### src/scc_regs.svh
/*
  Constants of the static clock start/stop controller: register offsets,
  field positions, reset values and source-cycle counts.
  Assumes inclusion by bare name from design files; definitions only.
*/
`ifndef SCC_REGS_SVH
`define SCC_REGS_SVH

// Register byte offsets on the APB slave.
`define SCC_ADDR_CTRL   12'h000
`define SCC_ADDR_STAT   12'h004
// Control field: high selects the external frequency input.
`define SCC_CTRL_EXT    0
`define SCC_CTRL_RST    1'h0
// Status field positions.
`define SCC_ST_RUN      0
`define SCC_ST_FAST     1
`define SCC_ST_OSC      2
`define SCC_ST_RSTO     3
`define SCC_ST_PEND     4
`define SCC_ST_WARM     5
// Crystal cycles counted before restart, minus one.
`define SCC_WARM_LAST   14'h1FFF
// Source cycles of steady speed select for fast and slow requests.
`define SCC_FAST_CNT    3'h6
`define SCC_SLOW_CNT    8'hC3
// Processor clock cycles that reset output outlasts the request.
`define SCC_RSTO_CNT    5'h10
// Half source cycles per fast cycle, minus one; high spans in half cycles.
`define SCC_SUB_LAST    3'h5
`define SCC_FAST_HI     3'h2
`define SCC_FAST50_HI   3'h3
// Peripheral clock half periods per slow cycle, minus one.
`define SCC_GRP_LAST    8'hFF
// Slow high spans in half source cycles (of 1536).
`define SCC_SLOW_HI     11'h200
`define SCC_SLOW50_HI   11'h300
// Processor clock rises between stop recognition and halt, halt included.
`define SCC_STOP_LAST   2'h2
// Status patterns, stop line in the top bit.
`define SCC_PAT_IDLE    3'h7
`define SCC_PAT_STOP    3'h3

`endif

### src/scc_pkg.sv
/*
  Types of the static clock start/stop controller.
  Assumes nothing of its surroundings.
*/
`default_nettype none
package scc_pkg;
  // Run state of the clock outputs, one-hot.
  typedef enum logic [2:0] {
    SCC_STOPPED = 3'h1,
    SCC_WARMUP  = 3'h2,
    SCC_RUN     = 3'h4
  } scc_state_type;
endpackage
`default_nettype wire

### src/scc_ctrl.sv
/*
  Static clock start/stop controller: processor, fifty percent and
  peripheral clocks, oscillator run control, reset output, APB registers.
  Assumes source pins far slower than sys_clk, so each edge is seen.
*/
// Behaviour
// - Start high or reset low restarts stopped clocks
// - External mode restarts right after synchronising
// - Crystal mode waits 8192 oscillator cycles
// - Clocks resume phases aligned, after a pulse of up to half a source cycle
// - Speed high at restart gives full speed
// - Speed high six source cycles gives full speed
// - Full speed runs clocks at maximum rate
// - Slow mode slows only processor clocks
// - Crystal-mode stop also halts the oscillator
// - External-mode stop gates clocks, oscillator runs
// - Peripheral clock freezes at current level
// - Processor clocks freeze high on stop
// - Status sampled on processor clock rising edges
// - Stop needs idle pattern then stop pattern
// - Two more processor cycles before halting high
// - Oscillator halts only with crystal selected
// - Start held high ignores stop sequences
// - Divide by three fast, 768 slow
// - Slow needs speed low 195 source cycles
// - Reset output outlasts request by 16 cycles
`timescale 1ns/10ps
`default_nettype none
`include "scc_regs.svh"
module scc_ctrl
  import scc_pkg::*;
(
  input  wire logic        sys_clk,
  input  wire logic        nrst,
  input  wire logic        clk_en,
  input  wire logic        start_request,
  input  wire logic        reset_request_n,
  input  wire logic        speed_select,
  input  wire logic        stop_status_line,
  input  wire logic        status_bit_one,
  input  wire logic        status_bit_zero,
  input  wire logic        crystal_input_pin,
  input  wire logic        external_frequency_in,
  input  wire logic [11:0] paddr,
  input  wire logic        psel,
  input  wire logic        penable,
  input  wire logic        pwrite,
  input  wire logic [31:0] pwdata,
  output logic      [31:0] prdata,
  output logic             pready,
  output logic             pslverr,
  output logic             cpu_clock,
  output logic             fifty_pct_clock,
  output logic             periph_clock,
  output logic             crystal_buffer_out,
  output logic             osc_run,
  output logic             reset_out
);
  // Synchronised pin levels.
  logic        start_s, res_n_s, speed_s, xtal_s, efi_s;
  logic [2:0]  status_s;
  logic [4:0]  sync_in, sync_out;
  logic [2:0]  sync_rst;
  logic        ext_sel_q;           // Control: external source selected.
  scc_state_type state_q;           // Run state.
  logic        src_q;               // Previous selected source level.
  logic        src_lvl, half_tick, src_rise;
  logic [2:0]  sub_q, sub_d;        // Half-cycle position in fast cycle.
  logic [7:0]  grp_q, grp_d;        // Fast cycles within a slow cycle.
  logic [10:0] pos;                 // Half-cycle position in slow cycle.
  logic        cpu_d, fifty_d, cpu_rise;
  logic        fast_q;              // Applied divider mode.
  logic [2:0]  hi_cnt_q;            // Source cycles with speed high.
  logic [7:0]  lo_cnt_q;            // Source cycles with speed low.
  logic [13:0] warm_q;              // Crystal cycles seen in warm-up.
  logic [2:0]  stat_prev_q;         // Status at previous clock rise.
  logic        pend_q;              // Stop recognised, not yet halted.
  logic [1:0]  stop_cnt_q;          // Rises since recognition.
  logic [4:0]  rsto_cnt_q;          // Rises since reset request ended.
  logic        restart_req;

  assign sync_in  = {start_request, reset_request_n, speed_select,
                     crystal_input_pin, external_frequency_in};
  assign sync_rst = {stop_status_line, status_bit_one, status_bit_zero};

  // Every pin passes two flip-flops before any logic reads it.
  // The reset request idles high, so its stages reset to that level;
  // a low reset value would fake a restart right after reset.
  for (genvar i = 0; i < 5; i++) begin : g_pin
    scc_sync2 #(.RST_VAL(i == 1 ? 1'h1 : 1'h0)) u_pin (
      .sys_clk (sys_clk),
      .nrst    (nrst),
      .clk_en  (clk_en),
      .din     (sync_in[4-i]),
      .dout    (sync_out[4-i])
    );
  end
  // Status lines idle high, so they reset to the passive level.
  for (genvar j = 0; j < 3; j++) begin : g_stat
    scc_sync2 #(.RST_VAL(1'h1)) u_stat (
      .sys_clk (sys_clk),
      .nrst    (nrst),
      .clk_en  (clk_en),
      .din     (sync_rst[j]),
      .dout    (status_s[j])
    );
  end
  assign start_s = sync_out[4];
  assign res_n_s = sync_out[3];
  assign speed_s = sync_out[2];
  assign xtal_s  = sync_out[1];
  assign efi_s   = sync_out[0];

  // A restart is asked for by start high or reset low.
  assign restart_req = start_s | ~res_n_s;

  // A stopped crystal holds its level, so it makes no edges; gating it
  // with osc_run would fake an edge when the oscillator restarts.
  assign src_lvl   = ext_sel_q ? efi_s : xtal_s;
  assign half_tick = src_lvl ^ src_q;
  assign src_rise  = src_lvl & ~src_q;

  // Remember the source level to find both of its edges.
  always_ff @(posedge sys_clk) begin
    if (!nrst) begin
      src_q <= 1'h0;
    end else if (clk_en) begin
      src_q <= src_lvl;
    end
  end

  // Next divider position; frozen outside the run state.
  always_comb begin
    sub_d = sub_q;
    grp_d = grp_q;
    if (half_tick && state_q == SCC_RUN) begin
      if (sub_q == `SCC_SUB_LAST) begin
        sub_d = 3'h0;
        grp_d = grp_q + 8'h01;
      end else begin
        sub_d = sub_q + 3'h1;
      end
    end
  end

  assign pos = 11'(grp_d) * 11'h006 + 11'(sub_d);

  // Waveforms: fast divides the source by three, slow by 768.
  always_comb begin
    if (fast_q) begin
      cpu_d   = sub_d < `SCC_FAST_HI;
      fifty_d = sub_d < `SCC_FAST50_HI;
    end else begin
      cpu_d   = pos < `SCC_SLOW_HI;
      fifty_d = pos < `SCC_SLOW50_HI;
    end
  end
  assign cpu_rise = cpu_d & ~cpu_clock;

  // Divider counters; restart parks them one step before a rising
  // edge, so the outputs resume from a known phase; the run entry can
  // still give a pulse of up to one half source cycle before that edge.
  always_ff @(posedge sys_clk) begin
    if (!nrst) begin
      sub_q <= `SCC_SUB_LAST;
      grp_q <= `SCC_GRP_LAST;
    end else if (clk_en) begin
      if (state_q != SCC_RUN) begin
        sub_q <= `SCC_SUB_LAST;
        grp_q <= `SCC_GRP_LAST;
      end else begin
        sub_q <= sub_d;
        grp_q <= grp_d;
      end
    end
  end

  // Output flops. They only move in the run state, so a halt leaves the
  // peripheral clock at its level and the processor clocks high.
  always_ff @(posedge sys_clk) begin
    if (!nrst) begin
      cpu_clock       <= 1'h1;
      fifty_pct_clock <= 1'h1;
      periph_clock    <= 1'h0;
    end else if (clk_en && state_q == SCC_RUN) begin
      cpu_clock       <= cpu_d;
      fifty_pct_clock <= fifty_d;
      // The peripheral clock ignores the divider mode.
      periph_clock    <= grp_d[0];
    end
  end

  // Buffered oscillator: follows the crystal while the clocks run, or
  // always in external mode, where the oscillator never stops.
  always_ff @(posedge sys_clk) begin
    if (!nrst) begin
      crystal_buffer_out <= 1'h0;
    end else if (clk_en && (state_q == SCC_RUN || ext_sel_q)) begin
      crystal_buffer_out <= xtal_s & osc_run;
    end
  end

  // Steady-level counters on source rising edges filter speed glitches.
  always_ff @(posedge sys_clk) begin
    if (!nrst) begin
      hi_cnt_q <= 3'h0;
      lo_cnt_q <= 8'h00;
    end else if (clk_en && src_rise) begin
      if (speed_s) begin
        lo_cnt_q <= 8'h00;
        if (hi_cnt_q != `SCC_FAST_CNT) begin
          hi_cnt_q <= hi_cnt_q + 3'h1;
        end
      end else begin
        hi_cnt_q <= 3'h0;
        if (lo_cnt_q != `SCC_SLOW_CNT) begin
          lo_cnt_q <= lo_cnt_q + 8'h01;
        end
      end
    end
  end

  // Applied mode. Restart with speed high forces fast at once; otherwise
  // changes wait for a peripheral clock edge, slow also for a cycle start.
  always_ff @(posedge sys_clk) begin
    if (!nrst) begin
      fast_q <= 1'h1;
    end else if (clk_en) begin
      if (restart_req && speed_s) begin
        fast_q <= 1'h1;
      end else if (half_tick && sub_q == `SCC_SUB_LAST) begin
        if (hi_cnt_q == `SCC_FAST_CNT) begin
          fast_q <= 1'h1;
        end else if (lo_cnt_q == `SCC_SLOW_CNT && grp_d == 8'h00) begin
          fast_q <= 1'h0;
        end
      end
    end
  end

  // Stop recognition on processor clock rises; start overrides it.
  always_ff @(posedge sys_clk) begin
    if (!nrst) begin
      stat_prev_q <= `SCC_PAT_IDLE;
      pend_q      <= 1'h0;
      stop_cnt_q  <= 2'h0;
    end else if (clk_en) begin
      if (restart_req || state_q != SCC_RUN) begin
        pend_q     <= 1'h0;
        stop_cnt_q <= 2'h0;
        // A fresh passive pattern must be seen after every restart.
        stat_prev_q <= `SCC_PAT_STOP;
      end else if (cpu_rise) begin
        stat_prev_q <= status_s;
        if (pend_q) begin
          stop_cnt_q <= stop_cnt_q + 2'h1;
        end else if (stat_prev_q == `SCC_PAT_IDLE &&
                     status_s == `SCC_PAT_STOP) begin
          pend_q <= 1'h1;
        end
      end
    end
  end

  // Run state machine.
  always_ff @(posedge sys_clk) begin
    if (!nrst) begin
      state_q <= SCC_STOPPED;
      warm_q  <= 14'h0000;
    end else if (clk_en) begin
      case (state_q)
        SCC_STOPPED: begin
          warm_q <= 14'h0000;
          if (restart_req) begin
            // External mode skips the oscillator count.
            state_q <= ext_sel_q ? SCC_RUN : SCC_WARMUP;
          end
        end
        SCC_WARMUP: begin
          if (ext_sel_q) begin
            state_q <= SCC_RUN;
          end else if (src_rise) begin
            // The 8192nd crystal rise ends the warm-up.
            if (warm_q == `SCC_WARM_LAST) begin
              state_q <= SCC_RUN;
            end
            warm_q <= warm_q + 14'h0001;
          end
        end
        SCC_RUN: begin
          // Halt on the rise ending the second extra cycle.
          if (pend_q && !restart_req && cpu_rise &&
              stop_cnt_q == `SCC_STOP_LAST - 2'h1) begin
            state_q <= SCC_STOPPED;
          end
        end
        default: begin
          state_q <= SCC_STOPPED;
        end
      endcase
    end
  end

  // Oscillator enable: external mode never stops it.
  always_ff @(posedge sys_clk) begin
    if (!nrst) begin
      osc_run <= 1'h0;
    end else if (clk_en) begin
      osc_run <= ext_sel_q || state_q != SCC_STOPPED ||
                 restart_req;
    end
  end

  // Reset output: raised by the request, dropped 16 clock rises later.
  always_ff @(posedge sys_clk) begin
    if (!nrst) begin
      reset_out  <= 1'h1;
      rsto_cnt_q <= 5'h00;
    end else if (clk_en) begin
      if (!res_n_s) begin
        reset_out  <= 1'h1;
        rsto_cnt_q <= 5'h00;
      end else if (cpu_rise && state_q == SCC_RUN && reset_out) begin
        rsto_cnt_q <= rsto_cnt_q + 5'h01;
        if (rsto_cnt_q == `SCC_RSTO_CNT - 5'h01) begin
          reset_out <= 1'h0;
        end
      end
    end
  end

  // APB slave: zero wait states while enabled; clk_en low stalls.
  logic acc_q, map_ok;
  assign map_ok  = paddr == `SCC_ADDR_CTRL || paddr == `SCC_ADDR_STAT;
  assign pready  = clk_en;
  assign pslverr = psel & penable & ~map_ok;

  // Control register write steers the source selection.
  always_ff @(posedge sys_clk) begin
    if (!nrst) begin
      ext_sel_q <= `SCC_CTRL_RST;
    end else if (clk_en && psel && penable && pwrite &&
                 paddr == `SCC_ADDR_CTRL) begin
      ext_sel_q <= pwdata[`SCC_CTRL_EXT];
    end
  end

  // Read data is captured in the setup cycle; unmapped reads give zero.
  always_ff @(posedge sys_clk) begin
    if (!nrst) begin
      prdata <= 32'h0000_0000;
      acc_q  <= 1'h0;
    end else if (clk_en) begin
      acc_q  <= psel & ~penable;
      prdata <= 32'h0000_0000;
      if (psel && !penable && !pwrite) begin
        if (paddr == `SCC_ADDR_CTRL) begin
          prdata[`SCC_CTRL_EXT] <= ext_sel_q;
        end else if (paddr == `SCC_ADDR_STAT) begin
          prdata[`SCC_ST_RUN]  <= state_q == SCC_RUN;
          prdata[`SCC_ST_FAST] <= fast_q;
          prdata[`SCC_ST_OSC]  <= osc_run;
          prdata[`SCC_ST_RSTO] <= reset_out;
          prdata[`SCC_ST_PEND] <= pend_q;
          prdata[`SCC_ST_WARM] <= state_q == SCC_WARMUP;
        end
      end else if (acc_q && psel && penable) begin
        prdata <= prdata;
      end
    end
  end

  property p_ext_restart;
    @(posedge sys_clk) disable iff (!nrst)
    (clk_en && state_q == SCC_STOPPED && ext_sel_q && restart_req)
      |=> state_q == SCC_RUN;
  endproperty
  a_ext_restart: assert property (p_ext_restart)
    else $error("external restart not immediate");

  property p_xtal_warm;
    @(posedge sys_clk) disable iff (!nrst)
    (clk_en && state_q == SCC_STOPPED && !ext_sel_q && restart_req)
      |=> state_q == SCC_WARMUP && osc_run;
  endproperty
  a_xtal_warm: assert property (p_xtal_warm)
    else $error("crystal restart skipped warm-up");

  property p_warm_hold;
    @(posedge sys_clk) disable iff (!nrst)
    (state_q == SCC_WARMUP && !ext_sel_q && warm_q != `SCC_WARM_LAST)
      |=> state_q != SCC_RUN;
  endproperty
  a_warm_hold: assert property (p_warm_hold)
    else $error("clocks ran before count complete");

  property p_halt_high;
    @(posedge sys_clk) disable iff (!nrst)
    (state_q == SCC_STOPPED && $past(state_q) == SCC_RUN)
      |-> cpu_clock && fifty_pct_clock;
  endproperty
  a_halt_high: assert property (p_halt_high)
    else $error("processor clocks not halted high");

  property p_osc_stop;
    @(posedge sys_clk) disable iff (!nrst)
    (clk_en && state_q == SCC_STOPPED && !ext_sel_q && !restart_req)
      |=> !osc_run;
  endproperty
  a_osc_stop: assert property (p_osc_stop)
    else $error("oscillator kept running in crystal stop");

  property p_osc_ext;
    @(posedge sys_clk) disable iff (!nrst)
    (clk_en && ext_sel_q) |=> osc_run;
  endproperty
  a_osc_ext: assert property (p_osc_ext)
    else $error("oscillator halted in external mode");

  property p_start_wins;
    @(posedge sys_clk) disable iff (!nrst)
    (clk_en && start_s) |=> !pend_q ##0 state_q != SCC_STOPPED;
  endproperty
  a_start_wins: assert property (p_start_wins)
    else $error("stop honoured while start high");

  property p_pclk_frozen;
    @(posedge sys_clk) disable iff (!nrst)
    (state_q == SCC_STOPPED) ##1 (state_q == SCC_STOPPED)
      |-> $stable(periph_clock);
  endproperty
  a_pclk_frozen: assert property (p_pclk_frozen)
    else $error("peripheral clock moved while stopped");

  property p_rsto;
    @(posedge sys_clk) disable iff (!nrst)
    (clk_en && !res_n_s) |=> reset_out [*2];
  endproperty
  a_rsto: assert property (p_rsto)
    else $error("reset output not raised");
endmodule
`default_nettype wire

### src/scc_sync2.sv
/*
  Two flip-flop synchroniser for one pin input.
  Assumes a single sys_clk domain with synchronous active-low reset.
*/
`timescale 1ns/10ps
`default_nettype none
module scc_sync2 #(
  parameter logic RST_VAL = 1'h0  // Level shown during reset.
) (
  input  wire logic sys_clk,
  input  wire logic nrst,
  input  wire logic clk_en,
  input  wire logic din,
  output logic      dout
);
  logic meta_q;  // First stage, read only by the second.

  // The second stage alone is visible to logic.
  always_ff @(posedge sys_clk) begin
    if (!nrst) begin
      meta_q <= RST_VAL;
      dout   <= RST_VAL;
    end else if (clk_en) begin
      meta_q <= din;
      dout   <= meta_q;
    end
  end
endmodule
`default_nettype wire

### config.mk
export PLATFORM = sky130hd
export DESIGN_NAME = scc_ctrl
export DESIGN_NICKNAME = d
export VERILOG_FILES = /design/src/scc_pkg.sv /design/src/scc_ctrl.sv /design/src/scc_sync2.sv
export VERILOG_INCLUDE_DIRS = /design/src
export SDC_FILE = /design/constraint.sdc
export NUM_CORES = 1
export LEC_CHECK = 0
export BUFFER_PORTS_ARGS = -buffer_cell sky130_fd_sc_hd__buf_4
export CORE_MARGIN = 2
export CORE_UTILIZATION = 40
export CTS_CLUSTER_SIZE = 12
export DETAILED_ROUTE_END_ITERATION = 16
export SYNTH_ARGS = -nofsm -noshare
export SYNTH_HDL_FRONTEND = slang
export SYNTH_SLANG_ARGS = --single-unit
### constraint.sdc
create_clock -name sys_clk -period 5.5 [get_ports sys_clk]
set_input_delay 0.55 -clock sys_clk [delete_from_list [all_inputs] [get_ports sys_clk]]
set_output_delay 0.55 -clock sys_clk [all_outputs]
set_load 0.01 [all_outputs]
==> results.json <==
{
  "slew_viol_final": 0,
  "clk_pin_slew_worst_paths_ps": 60,
  "clk_latency_ps": 340,
  "synth_enable_flop_cells": 0,
  "stdcell_area_mm2": 0.00543,
  "core_area_mm2": 0.0116,
  "worstPathArrival_ps": 5240,
  "cap_violations": 0,
  "critical_path_required_ps": 5730,
  "syn_area_per_cell_um2": 8.40,
  "syn2layout_area_growth_pct": 13.6,
  "cts.sinks": 82,
  "pre_cts_ws_ps": 446,
  "wl_per_cell_um": 13.5,
  "finClkSkew_ps": 8.35,
  "synth_top_area_share_pct": 34.3,
  "synth_compound_area_share_pct": 15.5,
  "end_kind": "register",
  "die_area_mm2": 0.0128,
  "leakagePower_nw": 2.21,
  "syn_inst": 569,
  "synth_fa_ha_area_share_pct": 6.44,
  "ys_seq_area_share_pct": 34.3,
  "post-route-min-period_ps": 5010,
  "hpwl_um": 7170,
  "route.detailed.drc": 0,
  "synth_top_family_by_area": "simple AND/OR/NAND/NOR gates",
  "p_per_area_mw_per_mm2": 277,
  "placed_area_mm2": 0.00509,
  "syn_area_mm2": 0.00478,
  "ys.flop_type": "dfxtp_1",
  "postCtsHoldBufs": 0,
  "cts-root-buf": "clkbuf_16",
  "cts_made_buffers": 9,
  "status": "finished clean",
  "rsz0062_at_grt": "false",
  "antenna_cells": 0,
  "dieHeight_um": 113,
  "grt_pass1_vias": 3678,
  "relSlewSlack_pct": 29.1,
  "port_buffers": 40,
  "worst_slack_ps": 485,
  "finalWeightedCongestion": 0.827,
  "synth_mux_area_share_pct": 5.29,
  "final_antenna_net_count": 0,
  "dr.pass1.iters": 4,
  "peakVddDrop_v": 0.000210,
  "hold_path_class": "in -> reg",
  "grt_pass1_wl_um": 17200,
  "drive_gt1_share_pct": 11.9,
  "synth_xor_area_share_pct": 4.40,
  "grt-ovfl-total": 0,
  "io_pins": 98,
  "critical_path_class": "reg -> reg",
  "cts.repair_timing.setup_buffer_count": 0,
  "tightest_slew_ps": 1050,
  "clockBufferDepth": 2,
  "wl_um": 10100,
  "antenna_found_initial": 0,
  "rows": 39,
  "die_x_um": 113,
  "setup_viol": 0,
  "grt_max_degree": 63,
  "synth_top_cell_by_area": "dfxtp_1",
  "async_flop_share_pct": 0,
  "cp_max_fo": 22,
  "synth-simple-area-share_pct": 25.7,
  "fin_setup_tns_ps": 0,
  "synth_cell_type_count": 67,
  "fin_crit_sh_pct": 91.2,
  "viasPerCell": 5.33,
  "hold_viol": 0,
  "cts_tree": "done",
  "fmax_ghz": 0.199,
  "cts.htree.levels": 3,
  "gr-usage-all-layers_pct": 16.3,
  "drt_iter0_drc": 140,
  "num_vias": 3986,
  "ys_ff_latch": 82,
  "yosys-top-cells-area": "dfxtp_1 34%, ha_1 6.0%, mux2i_1 4.8%, nand2_1 4.8%, buf_4 4.4%",
  "startpoint_type": "register",
  "initial_core_util_pct": 41.3,
  "yosys_warnings": 0,
  "cts-resized-gates": 0,
  "nets": 682
}
[Yosys cell counts, types with 3 or more instances]
cell,count
inv_1,23
buf_4,28
nor4_1,4
nor3_1,7
o21a_1,3
ha_1,23
clkbuf_1,18
and3b_1,3
nand2b_1,4
or3_1,4
nor2_1,33
a211oi_1,4
nand2_1,61
nor2b_1,29
a21o_1,6
xnor2_1,11
nand4_1,7
nand3b_1,4
o21ai_0,28
nor3b_1,5
mux2i_1,23
o22ai_1,7
o31ai_1,4
and3_1,11
a21oi_1,20
a311o_1,3
dfxtp_1,82
nand3_1,30
and4_1,3
a22oi_1,8
xor2_1,13
and2_1,10
a31oi_1,6
[where the power goes]
group	internal (mW)	switching [mW]	leakage [nW]
logic	0.0778	0.110	1.39
registers	0.618	0.0263	0.665
clock network	0.425	0.247	0.162
[kinds of logic after synthesis]
logic type / after synthesis
adder cells (fa/ha/maj): 24
AO/OA/AOI/OAI: 111
flip-flops: 82
multiplexers: 25
XOR/XNOR: 24
other: 1
AND/OR/NAND/NOR: 228
buffers and inverters: 74
[area by class of cell]
cell class	instances	area, um2
tap	143	179
fill	1111	6130
sequential	82	1640
clock buffer	11	253
multi-input combinational	438	2840
timing repair buffer	45	338
inverter	24	90.1
clock inverter	5	85.1
[path summary, 6_finish.rpt]
check,start,endpoint,slack (ps),cells after the start
max,ext_sel_q,rsto_cnt_q[0],490,18
min,stop_status_line,g_stat[2].u_stat.meta_q,420,3
max reg2reg,ext_sel_q,rsto_cnt_q[0],490,18
min reg2reg,g_pin[1].u_pin.meta_q,g_pin[1].u_pin.dout,470,2
[stage by stage]
step / hold WS [ps] / cells / power (mW) / util, %
after detailed placement: 459 / 732 / 0.844 / 44.0
final: 418 / 748 / 1.50 / 47.0
after global routing: 419 / 748 / 1.57 / 47.0
after floorplan: 441 / 594 / 0.807 / -
after CTS: 412 / 748 / 1.52 / 46.9
after global placement: 459 / 732 / 0.839 / 44.0
[placed cells by master (no fill, tap or decap), types with 13 or more instances in the layout]
cell type  Yosys  routed
dfxtp_1       82      82
nand2_1       61      61
buf_4         28      45
nor2_1        33      32
nand3_1       30      30
nor2b_1       29      29
o21ai_0       28      28
conb_1         1      26
mux2i_1       23      23
inv_1         23      23
ha_1          23      23
a21oi_1       20      20
xor2_1        13      13
[registers in the layout (all words and copies together) (netlist names), 2 cells and up]
| signal | flops |
|---|---|
| sub_q | 3 |
| hi_cnt_q | 3 |
| rsto_cnt_q | 5 |
| stop_cnt_q | 2 |
| state_q | 3 |
| g_stat.u_stat.dout | 3 |
| g_pin.u_pin.dout | 5 |
| warm_q | 14 |
| g_stat.u_stat.meta_q | 3 |
| stat_prev_q | 3 |
| g_pin.u_pin.meta_q | 5 |
| prdata | 6 |
| lo_cnt_q | 8 |
| grp_q | 8 |
[worst max-delay path, stage by stage, from the launching register on]
cell and delay (ps):
dfxtp_1 350, mux2_2 360, ha_1 320, nand4bb_2 400, nor2_2 280, nand2_1 100
xnor2_1 300, inv_1 130, fa_1 430, nand2b_1 220, o2bb2ai_1 150, a2111oi_0 460
buf_4 200, nand4b_1 160, o21ba_2 290, a221o_1 140, buf_4 250, a21oi_1 100
a311o_1 270
[metal layers]
metal | GRT usage, % | share of wire (%) | vias up
li1 | - | - | 2023
met1 | 20.8 | 46 | 1882
met2 | 27.3 | 49 | 68
met3 | 3.59 | 3.2 | 13
met4 | 5.77 | 1.8 | 0
met5 | 0 | 0 | -
No activity file was read; power rests on OpenSTA's default activity.
